## src/shared/mode_seq_pkg.sv

```systemverilog
package mode_seq_pkg;

	// ************************************************************
	// Timing
	// ************************************************************
	localparam int CLK_MHZ       = 100;          // Core clock rate
	localparam int BOOT_MS       = 100;          // Boot to idle
	localparam int CYCLE_MS      = 100;          // One measurement cycle
	localparam int WAKE_MS       = 100;          // Wake from shutdown
	localparam int BOOT_CYCLES   = BOOT_MS * 1000 * CLK_MHZ;
	localparam int CYCLE_CYCLES  = CYCLE_MS * 1000 * CLK_MHZ;
	localparam int WAKE_CYCLES   = WAKE_MS * 1000 * CLK_MHZ;

	// ************************************************************
	// Widths and reset values
	// ************************************************************
	localparam int DATA_W        = 16;           // Result width
	localparam int NQ            = 4;            // Current, voltage, power, temperature
	localparam logic [7:0] WAKE_READ_VALUE = 8'h01; // Read answer while waking
	localparam logic [7:0] IDLE_CTRL_VALUE = 8'h00; // Control byte once idle
	localparam logic [15:0] MIN_RESET = 16'h7FFF;    // Min tracker start
	localparam logic [15:0] MAX_RESET = 16'h8000;    // Max tracker start

	// ************************************************************
	// Strap levels and pin uses
	// ************************************************************
	typedef enum logic [1:0] {STRAP_LOW, STRAP_HIGH, STRAP_RES} strap_e;
	typedef enum logic [1:0] {PIN_IN, PIN_OUT, PIN_FAN, PIN_GATE} pin_use_e;

endpackage : mode_seq_pkg

```

## src/core/measurement_mode_sequencer.sv

```systemverilog
// Operation
// - strap zero high selects SPI, else I2C
// - strap one is chip select or address
// - straps sampled once at power-up
// - alert pin low on unmasked event
// - I2C alert follows SMBus response protocol
// - threshold exceed sets alert bit, pin
// - running min and max per quantity
// - general pin has four selectable uses
// - boot loads defaults, idle after 100ms
// - idle measures nothing, results kept
// - single shot measures, no accumulation
// - single shot ends: clear, flag, idle, or shutdown if power down set
// - continuous runs back-to-back cycles, accumulating
// - converters run gapless in continuous mode
// - continuous ends at cycle end when host clears it, sets single or sets power down
// - single during continuous: finish, then single
// - power down waits for cycle end, immediate from idle
// - shutdown zeroes results except power, keeps the rest
// - shutdown wakes on select or address
// - waking ignores writes, reads 0x01
// - resume sets both undervoltage flags
`timescale 1ns/1ns
`default_nettype none
module measurement_mode_sequencer
	import mode_seq_pkg::*;
#(
	parameter int BOOT_COUNT  = BOOT_CYCLES,  // Boot delay in clocks
	parameter int CYCLE_COUNT = CYCLE_CYCLES, // Cycle length in clocks
	parameter int WAKE_COUNT  = WAKE_CYCLES   // Wake delay in clocks
) (
	input  wire logic              clk_in,
	input  wire logic              rstn_in,
	input  wire logic              strap_zero_high_in,     // Strap zero tied to supply
	input  wire logic [1:0]        strap_one_level_in,     // Strap one level, strap_e
	input  wire logic              select_pin_in,          // Strap one pin as select, async
	input  wire logic              addr_match_in,          // Own address acknowledged, pulse
	input  wire logic              ctrl_wr_in,             // Control write strobe
	input  wire logic              single_measure_request_in,
	input  wire logic              repeat_measure_request_in,
	input  wire logic              power_down_request_in,
	input  wire logic              ara_ack_in,             // Alert response serviced
	input  wire logic              flag_clear_in,          // Clear fresh flag and alert bits
	input  wire logic [NQ*DATA_W-1:0] sample_in,           // Converter results
	input  wire logic [NQ*DATA_W-1:0] thresh_hi_in,        // Upper thresholds
	input  wire logic [NQ-1:0]     alert_mask_in,          // High enables pin
	input  wire logic              error_in,               // Error condition level
	input  wire logic              error_mask_in,          // High enables error on pin
	input  wire logic [1:0]        pin_use_in,             // pin_use_e
	input  wire logic              gp_pin_in,              // General pin level, async
	input  wire logic              gp_drive_in,            // Value for output use
	input  wire logic [DATA_W-1:0] fan_temp_in,            // Fan switch temperature
	output logic                   spi_mode_out,
	output logic [3:0]             i2c_addr_sel_out,       // {strap0,1'b0,strap1 level}
	output logic                   select_active_out,      // Chip select asserted
	output logic                   single_measure_request_out,
	output logic                   repeat_measure_request_out,
	output logic                   power_down_request_out,
	output logic                   fresh_result_flag_out,
	output logic                   analog_undervoltage_flag_out,
	output logic                   digital_undervoltage_flag_out,
	output logic                   converters_run_out,     // Current and power converters
	output logic                   accumulate_out,         // Charge/energy/time step
	output logic                   waking_out,             // Writes dropped, reads 0x01
	output logic [7:0]             read_override_out,
	output logic [NQ-1:0]          alert_bits_out,
	output logic                   alert_oe_out,           // Pull alert low
	output logic                   alert_o_out,
	output logic                   gp_oe_out,
	output logic                   gp_o_out,
	output logic                   gp_level_out,
	output logic [NQ*DATA_W-1:0]   result_out,
	output logic [NQ*DATA_W-1:0]   min_out,
	output logic [NQ*DATA_W-1:0]   max_out
);

	// ************************************************************
	// State and counters
	// ************************************************************
	typedef enum logic [2:0] {BOOT, IDLE, SINGLE, REPEATING, ASLEEP, WAKE} mode_e;
	mode_e mode;                     // Operating mode
	mode_e next_mode;                // Next mode
	logic [31:0] count;              // Cycle and delay timer
	logic        cycle_end;          // Timer expired
	logic        strapped;           // Straps already captured
	logic [1:0]  sel_sync;           // Select synchroniser
	logic [1:0]  gp_sync;            // General pin synchroniser
	logic        sel_prev;           // Last synced select
	logic        sel_fall;           // Select falling edge
	logic        alert_raw;          // Unmasked event pending
	logic        alert_held;         // Alert kept until serviced
	logic [NQ-1:0] exceed;           // Threshold comparison
	logic        is_meas;            // Measurement cycle running
	logic        to_sleep;           // Shutdown entered at this edge
	logic [1:0]  zero_sync;          // Strap zero synchroniser
	logic [1:0]  one_sync_a;         // Strap one level, first stage
	logic [1:0]  one_sync_b;         // Strap one level, second stage

	// Signed greater-than used for limits and trackers
	function automatic logic sgt(input logic [DATA_W-1:0] a, input logic [DATA_W-1:0] b);
		sgt = $signed(a) > $signed(b);
	endfunction : sgt

	// ************************************************************
	// Decode
	// ************************************************************
	assign is_meas   = (mode == SINGLE) || (mode == REPEATING);
	// Only measurement cycles end; boot and wake run their own counts
	assign cycle_end = is_meas && (count == 32'(CYCLE_COUNT - 1));
	assign to_sleep  = (next_mode == ASLEEP) && (mode != ASLEEP);
	assign sel_fall  = sel_prev & ~sel_sync[1];
	assign select_active_out = spi_mode_out & ~sel_sync[1];

	// Threshold compare per quantity
	genvar q;
	generate
		for (q = 0; q < NQ; q++) begin : g_cmp
			assign exceed[q] = sgt(sample_in[q*DATA_W +: DATA_W], thresh_hi_in[q*DATA_W +: DATA_W]);
		end
	endgenerate

	// Unmasked event drives the pin; error too
	assign alert_raw = |(alert_bits_out & alert_mask_in) | (error_in & error_mask_in);
	assign alert_oe_out = spi_mode_out ? alert_raw : alert_held;
	assign alert_o_out  = 1'b0;
	assign waking_out = (mode == WAKE) || (mode == BOOT);
	assign read_override_out = waking_out ? WAKE_READ_VALUE : IDLE_CTRL_VALUE;
	// Converters run across cycle boundaries in continuous mode
	assign converters_run_out = is_meas;

	// ************************************************************
	// Synchronisers for pins
	// ************************************************************
	// Two flops before use; only the second stage is read
	always_ff @(posedge clk_in) begin
		if (!rstn_in) begin
			sel_sync <= 2'b11;
			gp_sync  <= 2'b00;
			sel_prev <= 1'b1;
		end else begin
			sel_sync <= {sel_sync[0], select_pin_in};
			gp_sync  <= {gp_sync[0], gp_pin_in};
			sel_prev <= sel_sync[1];
		end
	end

	// ************************************************************
	// Strap capture
	// ************************************************************
	// Strap pins pass two flops; no reset, so they are settled at release
	always_ff @(posedge clk_in) begin
		zero_sync  <= {zero_sync[0], strap_zero_high_in};
		one_sync_a <= strap_one_level_in;
		one_sync_b <= one_sync_a;
	end

	// Caught once after release; later pin changes cannot swap interface
	always_ff @(posedge clk_in) begin
		if (!rstn_in) begin
			strapped         <= 1'b0;
			spi_mode_out     <= 1'b0;
			i2c_addr_sel_out <= 4'h0;
		end else if (!strapped) begin
			strapped         <= 1'b1;
			spi_mode_out     <= zero_sync[1];
			i2c_addr_sel_out <= {zero_sync[1], 1'b0, one_sync_b};
		end
	end

	// ************************************************************
	// Mode sequencing
	// ************************************************************
	always_comb begin
		next_mode = mode;
		case (mode)
			BOOT:   if (count == 32'(BOOT_COUNT - 1)) next_mode = IDLE;
			IDLE: begin
				// Shutdown first: no cycle to wait for
				if (power_down_request_out)          next_mode = ASLEEP;
				else if (single_measure_request_out) next_mode = SINGLE;
				else if (repeat_measure_request_out) next_mode = REPEATING;
			end
			SINGLE: if (cycle_end) next_mode = power_down_request_out ? ASLEEP : IDLE;
			REPEATING: begin
				if (cycle_end) begin
					if (power_down_request_out)          next_mode = ASLEEP;
					else if (single_measure_request_out) next_mode = SINGLE;
					else if (!repeat_measure_request_out) next_mode = IDLE;
				end
			end
			ASLEEP: begin
				if (spi_mode_out ? sel_fall : addr_match_in) next_mode = WAKE;
			end
			WAKE:   if (count == 32'(WAKE_COUNT - 1)) next_mode = IDLE;
			default: next_mode = BOOT;
		endcase
	end

	// Mode register and shared timer
	always_ff @(posedge clk_in) begin
		if (!rstn_in) begin
			mode  <= BOOT;
			count <= 32'h0;
		end else begin
			mode  <= next_mode;
			count <= (next_mode != mode || cycle_end) ? 32'h0 : count + 32'h1;
		end
	end

	// ************************************************************
	// Control and status bits
	// ************************************************************
	// Host writes ignored while waking; hardware clears apply only when no write is taken
	always_ff @(posedge clk_in) begin
		if (!rstn_in) begin
			single_measure_request_out <= 1'b0;
			repeat_measure_request_out <= 1'b0;
			power_down_request_out     <= 1'b0;
		end else if (ctrl_wr_in && !waking_out) begin
			single_measure_request_out <= single_measure_request_in;
			repeat_measure_request_out <= repeat_measure_request_in;
			power_down_request_out     <= power_down_request_in;
		end else begin
			if (mode == SINGLE && cycle_end)
				single_measure_request_out <= 1'b0;
			if (mode == REPEATING && cycle_end && single_measure_request_out)
				repeat_measure_request_out <= 1'b0;
			if (is_meas && cycle_end && power_down_request_out) begin
				single_measure_request_out <= 1'b0;
				repeat_measure_request_out <= 1'b0;
			end
			if (mode == WAKE && next_mode == IDLE)
				power_down_request_out <= 1'b0;
		end
	end

	// Status flags: set beats clear
	always_ff @(posedge clk_in) begin
		if (!rstn_in) begin
			fresh_result_flag_out         <= 1'b0;
			analog_undervoltage_flag_out  <= 1'b0;
			digital_undervoltage_flag_out <= 1'b0;
			alert_bits_out                <= '0;
			alert_held                    <= 1'b0;
		end else begin
			if (mode == SINGLE && cycle_end)
				fresh_result_flag_out <= 1'b1;
			else if (flag_clear_in)
				fresh_result_flag_out <= 1'b0;
			if (mode == WAKE && next_mode == IDLE) begin
				analog_undervoltage_flag_out  <= 1'b1;
				digital_undervoltage_flag_out <= 1'b1;
			end else if (flag_clear_in) begin
				analog_undervoltage_flag_out  <= 1'b0;
				digital_undervoltage_flag_out <= 1'b0;
			end
			if (is_meas && cycle_end)
				alert_bits_out <= exceed | (flag_clear_in ? '0 : alert_bits_out);
			else if (flag_clear_in)
				alert_bits_out <= '0;
			// Pin released once host's response read picks us
			if (alert_raw)
				alert_held <= 1'b1;
			else if (ara_ack_in)
				alert_held <= 1'b0;
		end
	end

	// ************************************************************
	// Results and trackers
	// ************************************************************
	// Accumulation only in continuous mode, optionally gated by pin
	assign accumulate_out = (mode == REPEATING) && cycle_end &&
		(pin_use_e'(pin_use_in) != PIN_GATE || gp_sync[1]);

	generate
		for (q = 0; q < NQ; q++) begin : g_res
			logic [DATA_W-1:0] s;          // This quantity's sample
			logic [DATA_W-1:0] res_q;      // Result register
			logic [DATA_W-1:0] min_q;      // Minimum tracker
			logic [DATA_W-1:0] max_q;      // Maximum tracker
			logic              zero_q;     // Cleared on entering shutdown
			assign s      = sample_in[q*DATA_W +: DATA_W];
			// Power (index 2) kept; trackers untouched
			assign zero_q = to_sleep && (q != 2);
			// One register set per quantity, so each slice has one driver
			assign result_out[q*DATA_W +: DATA_W] = res_q;
			assign min_out[q*DATA_W +: DATA_W]    = min_q;
			assign max_out[q*DATA_W +: DATA_W]    = max_q;
			always_ff @(posedge clk_in) begin
				if (!rstn_in) begin
					res_q <= '0;
					min_q <= MIN_RESET;
					max_q <= MAX_RESET;
				end else if (cycle_end) begin
					// A cycle that ends in shutdown still feeds the trackers
					res_q <= zero_q ? '0 : s;
					if (sgt(min_q, s))
						min_q <= s;
					if (sgt(s, max_q))
						max_q <= s;
				end else if (zero_q) begin
					res_q <= '0;
				end
			end
		end
	endgenerate
	// Idle keeps results since only cycle ends and shutdown entry write them

	// ************************************************************
	// General-purpose pin
	// ************************************************************
	assign gp_level_out = gp_sync[1];
	always_ff @(posedge clk_in) begin
		if (!rstn_in) begin
			gp_oe_out <= 1'b0;
			gp_o_out  <= 1'b0;
		end else begin
			gp_o_out <= 1'b0;
			case (pin_use_e'(pin_use_in))
				PIN_OUT: gp_oe_out <= ~gp_drive_in;
				PIN_FAN: gp_oe_out <= sgt(result_out[3*DATA_W +: DATA_W], fan_temp_in);
				default: gp_oe_out <= 1'b0;
			endcase
		end
	end

endmodule : measurement_mode_sequencer
`default_nettype wire

```

## config.mk

```make
export PLATFORM = sky130hd
export DESIGN_NAME = measurement_mode_sequencer
export DESIGN_NICKNAME = d
export VERILOG_FILES = /design/src/shared/mode_seq_pkg.sv /design/src/core/measurement_mode_sequencer.sv
export SDC_FILE = /design/constraint.sdc
export NUM_CORES = 1
export LEC_CHECK = 0
export ABC_AREA = 1
export BUFFER_PORTS_ARGS = -buffer_cell sky130_fd_sc_hd__buf_2
export CORE_AREA = 2 2 215 217
export DETAILED_ROUTE_END_ITERATION = 8
export DIE_AREA = 0 0 217 219
export PLACE_DENSITY = 0.61
export SYNTH_ARGS = -nofsm -noshare
export SYNTH_HDL_FRONTEND = slang
export SYNTH_SLANG_ARGS = --single-unit
```

## constraint.sdc

```tcl
create_clock -name clk_in -period 5.05 [get_ports clk_in]
set_input_delay 0.505 -clock clk_in [delete_from_list [all_inputs] [get_ports clk_in]]
set_output_delay 0.505 -clock clk_in [all_outputs]
set_load 0.05 [all_outputs]
```

After elaboration in Yosys (flattened, before gate mapping). Cells that the tools add are included.

Output and inout bits: 224. Register bits after elaboration: 254.

Add/sub/neg operators: 1. $lt $le $gt $ge: 13. Reduce and logical (&&, ||, !) cells: 34. Bitwise gates (word level): 9. Muxes and demuxes: 39. Eq/ne operators: 13.

Operator list (number): $gt 16x16->1 (13); $mux 16 (7); $mux 3 (11); $add 32x1->32 const B (1); $eq 32x24->1 const B (1); $mux 1 (17); $reduce_and 2->1 (8); $pmux 3 s5 (1); $logic_and 1x1->1 (10); $reduce_bool 2->1 (5); $eq 3x3->1 const B (3); $mux 4 (2); $eq 3x1->1 const B (2); $eq 3x2->1 const B (2); $reduce_bool 3->1 (2); $and 4x4->4 (1); $logic_or 1x1->1 (4); $or 4x4->4 (1); $reduce_or 2->1 (2); $reduce_or 4->1 (1); $and 1x1->1 (3); $logic_not 3->1 (1); $ne 3x3->1 (1); $ne 3x3->1 const B (1); other kinds (7) (9).

Logic depth before layout (Yosys ltp).
Depth in word-level cells: 9. Mapped depth: 15. Gate-level depth less buffers: 14.

Worst setup path before layout. Ideal clock, no wire load.

Path kind: register to output. Start: register mode[1]. End: output port accumulate_out. Arrival: 2.554 ns. Slack: 1.991 ns. Buffers on the path: 1. Cell stages (with the launch flop): 6. Cells stage by stage: dfxtp_1 inv_2 nor2_2 nand3_4 buf_6 a211oi_1.

Word-level cells in the longest chain between the ends: 5. Elaborated cells between the ends (all ways): 6.

Ends and longest elaborated chain: from (decl) (line measurement_mode_sequencer.sv:81) `mode_e mode;`; from (signal assigned) (line measurement_mode_sequencer.sv:205) `mode <= next_mode;`; $eq 3x2->1 (line measurement_mode_sequencer.sv:107) `assign is_meas = (mode == SINGLE) || (mode == REPEATING);`; $logic_or 1x1->1 (*) (line measurement_mode_sequencer.sv:107); net converters_run_out (line measurement_mode_sequencer.sv:62) `output logic converters_run_out,`; $logic_and 1x1->1 (*) (line measurement_mode_sequencer.sv:109) `assign cycle_end = is_meas && (count == 32'(CYCLE_COUNT - 1));`; $logic_and 1x1->1 (*) (2 in a row) (line measurement_mode_sequencer.sv:273) `assign accumulate_out = (mode == REPEATING) && cycle_end &&`; to (decl) (line measurement_mode_sequencer.sv:63) `output logic accumulate_out,`.

Mark *: on every way through the listed nets, which the timed path passes. The rest lies on a longest branch.

Worst setup path in the final report.
Start: register count[0]. End: output port accumulate_out.

Word-level cells in the longest chain between the ends: 4.

Ends and longest elaborated chain: from (decl) (line measurement_mode_sequencer.sv:83) `logic [31:0] count;`; from (signal assigned) (line measurement_mode_sequencer.sv:206) `count <= (next_mode != mode || cycle_end) ? 32'h0 : count + 32'h1;`; $eq 32x24->1 (line measurement_mode_sequencer.sv:109); $logic_and 1x1->1 (line measurement_mode_sequencer.sv:109); $logic_and 1x1->1 (2 in a row) (line measurement_mode_sequencer.sv:273).

Every way passes these cells.

==> impl_metrics.json <==
{
  "dp.cells": 3127,
  "p_per_area_nw_per_um2": 267.1,
  "ir_drop_mv": 0.1879,
  "core-area_um2": 45090,
  "startpoint_type": "flip-flop",
  "yosysUniqueCellTypes": 41,
  "crit_required_ns": 4.55,
  "setup_viol": 0,
  "fin_nets": 2942,
  "synth-edff-count": 0,
  "yosysTopAreaCell": "dfxtp_1",
  "num_vias": 15630,
  "status": "completed",
  "finalCriticalPeriod_ns": 3.272,
  "critPathKind": "reg -> out",
  "setup-tns-final_ns": 0,
  "min_path_type": "in -> reg",
  "place.gp.congestion": 0.9086,
  "grt_pass1_wl_um": 78600,
  "ctsHtreeMaxLevel": 2,
  "ios": 391,
  "cts_resized": 0,
  "max_freq_mhz": 305.7,
  "overflow": 0,
  "skew_ns": 0.01929,
  "tightest_slew_ns": 1.146,
  "netlist_instances": 2221,
  "hpwl_um": 38610,
  "cts_root_buffer": "clkbuf_16",
  "portBuffers": 380,
  "design_area_um2": 19140,
  "rsz0062_at_grt": "no",
  "area_growth_pct": 21.73,
  "syn_area_um2": 15720,
  "min_from": "strap_zero_high_in",
  "grt_max_degree": 111,
  "firstDrtPassIters": 6,
  "rr_worst_depth": 10,
  "synth-async-reset-ratio_pct": 0,
  "dieWidth_um": 217,
  "fp.dieH_um": 219,
  "drtAntennaViolNets": 0,
  "yosys_warnings": 0,
  "dpl_cell_area_um2": 17980,
  "fill_cells": 4715,
  "fp-row-count": 78,
  "synth_ff_type": "dfxtp_1",
  "hold_depth": 1,
  "leakage_uw": 0.009932,
  "r2r-start": "count[0]",
  "finalNonFillerCells": 3190,
  "grt_pass1_vias": 15010,
  "holdBufCountCts": 0,
  "viasPerCell": 4.898,
  "cts_buffer_depth": 3,
  "arrival_ns": 2.77,
  "critPathMaxFanout": 18,
  "seq_area_frac_synth_pct": 32.22,
  "wirelength_um": 50140,
  "drive_above_1_share_pct": 18.64,
  "postCtsSetupRepairBufs": 0,
  "reg2reg_setup_slack_ns": 1.78,
  "slew_viol_final": 0,
  "wire_per_inst_um": 15.72,
  "r2r_end": "g_res[2].max_q[1]",
  "min_to": "zero_sync[0]",
  "synth_seq_cells": 253,
  "hold_viol": 0,
  "synthTopCellsByArea": "dfxtp_1, ha_1, nand2_1",
  "grt_use_total_pct": 20.62,
  "antenna_found_initial": 5,
  "die-area_um2": 47520,
  "clock_latency_ns": 0.54,
  "slew_headroom_pct": 23.39,
  "timing.final.crit_share_pct": 64.79,
  "cts_tree": "done",
  "clock_sink_count": 253,
  "start_util_pct": 34.87,
  "startpoint": "count[0]",
  "cap_violations": 0,
  "holdWs_ns": 0.07913,
  "cts_buffers": 34,
  "syn_area_per_cell_um2": 7.078,
  "crit_path_end_kind": "primary output",
  "drt_iter0_drc": 821,
  "drc_errors": 0,
  "clkSlewWorstSetupHoldPaths_ns": 0.06,
  "yosys.area.top_type_share_pct": 32.22
}
==> state kept, by name (all words and copies together), names as in the netlist, 3 cells and up <==
signal	cells
count	32
g_res.res_q	64
alert_bits_out	4
g_res.min_q	64
g_res.max_q	64
mode	3
==> cell usage in the layout (no fill, tap or decap), types with 6 or more instances in the layout <==
| master | instances |
|---|---|
| clkbuf_1 | 6 |
| nand2_1 | 460 |
| inv_1 | 328 |
| nor2_1 | 266 |
| xnor2_1 | 11 |
| xor2_1 | 17 |
| conb_1 | 10 |
| nand4_1 | 85 |
| o211ai_1 | 6 |
| nor3_1 | 60 |
| ha_1 | 212 |
| a21oi_1 | 124 |
| clkbuf_16 | 35 |
| buf_2 | 379 |
| o21ai_0 | 102 |
| o21a_1 | 11 |
| nor2_2 | 14 |
| clkbuf_8 | 6 |
| a31oi_1 | 10 |
| dfxtp_1 | 253 |
| a21o_1 | 8 |
| nand3_1 | 117 |
==> area by class of cell <==
cell class | instances | area (um2) | area share, %
clock buffer | 47 | 980.9 | 5.126
tap | 600 | 750.7 | 3.923
sequential | 253 | 5065 | 26.47
inverter | 334 | 1256 | 6.565
clock inverter | 12 | 168.9 | 0.8827
antenna | 4 | 10.01 | 0.05231
multi-input combinational | 1556 | 8970 | 46.87
timing repair buffer | 384 | 1934 | 10.11
==> layer usage <==
metal	vias up	track usage, %	share of wire (%)
met3	102	5.683	7.8
met1	7174	25.59	43
met5	-	0	0.062
li1	7893	-	-
met2	451	34.07	46
met4	6	7.648	3.4
==> synth_stat cells, drive strengths merged, types with 2 or more instances <==
library cell and count:
dfxtp 253, buf 53, nor2 283, a21oi 127, nand3b 4, o211ai 6, o21a 11, a21o 8
o21bai 5, or2 5, nor4 2, nand2 464, o21ai 104, xor2 17, ha 212, xnor2 11
inv 334, nor3 62, nand3 123, a31oi 11, nand4 86, clkbuf 34, a211oi 4
==> power by group <==
part	switching, uW	leakage (uW)	total [uW]	internal [uW]
Clock	950	0.000562	2510	1560
Combinational	382	0.00732	574	193
Sequential	13.9	0.00205	2030	2010
Total	1350	0.00993	5110	3770
==> logic make-up after synthesis <==
| kind of cell | share of synthesized area [%] |
|---|---|
| and+or+nand+nor | 28.53 |
| buffers and inverters | 10.98 |
| AOI/OAI and AO/OA | 9.806 |
| DFF | 32.22 |
| adders and majority gates | 16.87 |
| xor gates and xnor gates | 1.560 |
| other | 0.02385 |
==> metrics by stage <==
step / util [%] / total power [uW] / setup WS (ns)
after global placement: 39.87 / 2626 / 2.001
after detailed placement: 39.87 / 2643 / 1.807
final: 42.44 / 5112 / 1.778
after CTS: 42.42 / 5182 / 1.728
after floorplan: - / 2439 / 1.991
after global routing: 42.42 / 5333 / 1.431
==> critical path, cell delays in order (launching register included) <==
cell and delay, ns:
dfxtp_1 0.36, ha_1 0.20, nand2_1 0.10, nor2_4 0.16, nand2_1 0.10, nor2_2 0.17
nand3_4 0.42, a211oi_1 0.40, buf_2 0.33
==> worst max path at each step <==
| stage | slack [ns] | endpoint | depth (start not counted) |
|---|---|---|---|
| global placement | 2.00 | g_res[2].max_q[5] | 10 |
| floorplan | 1.99 | accumulate_out | 5 |
| global route | 1.43 | g_res[2].max_q[6] | 11 |
| detailed placement | 1.81 | g_res[2].max_q[1] | 10 |
| CTS | 1.73 | accumulate_out | 8 |
| finish | 1.78 | accumulate_out | 8 |
No activity file was read; power rests on OpenSTA's default activity.
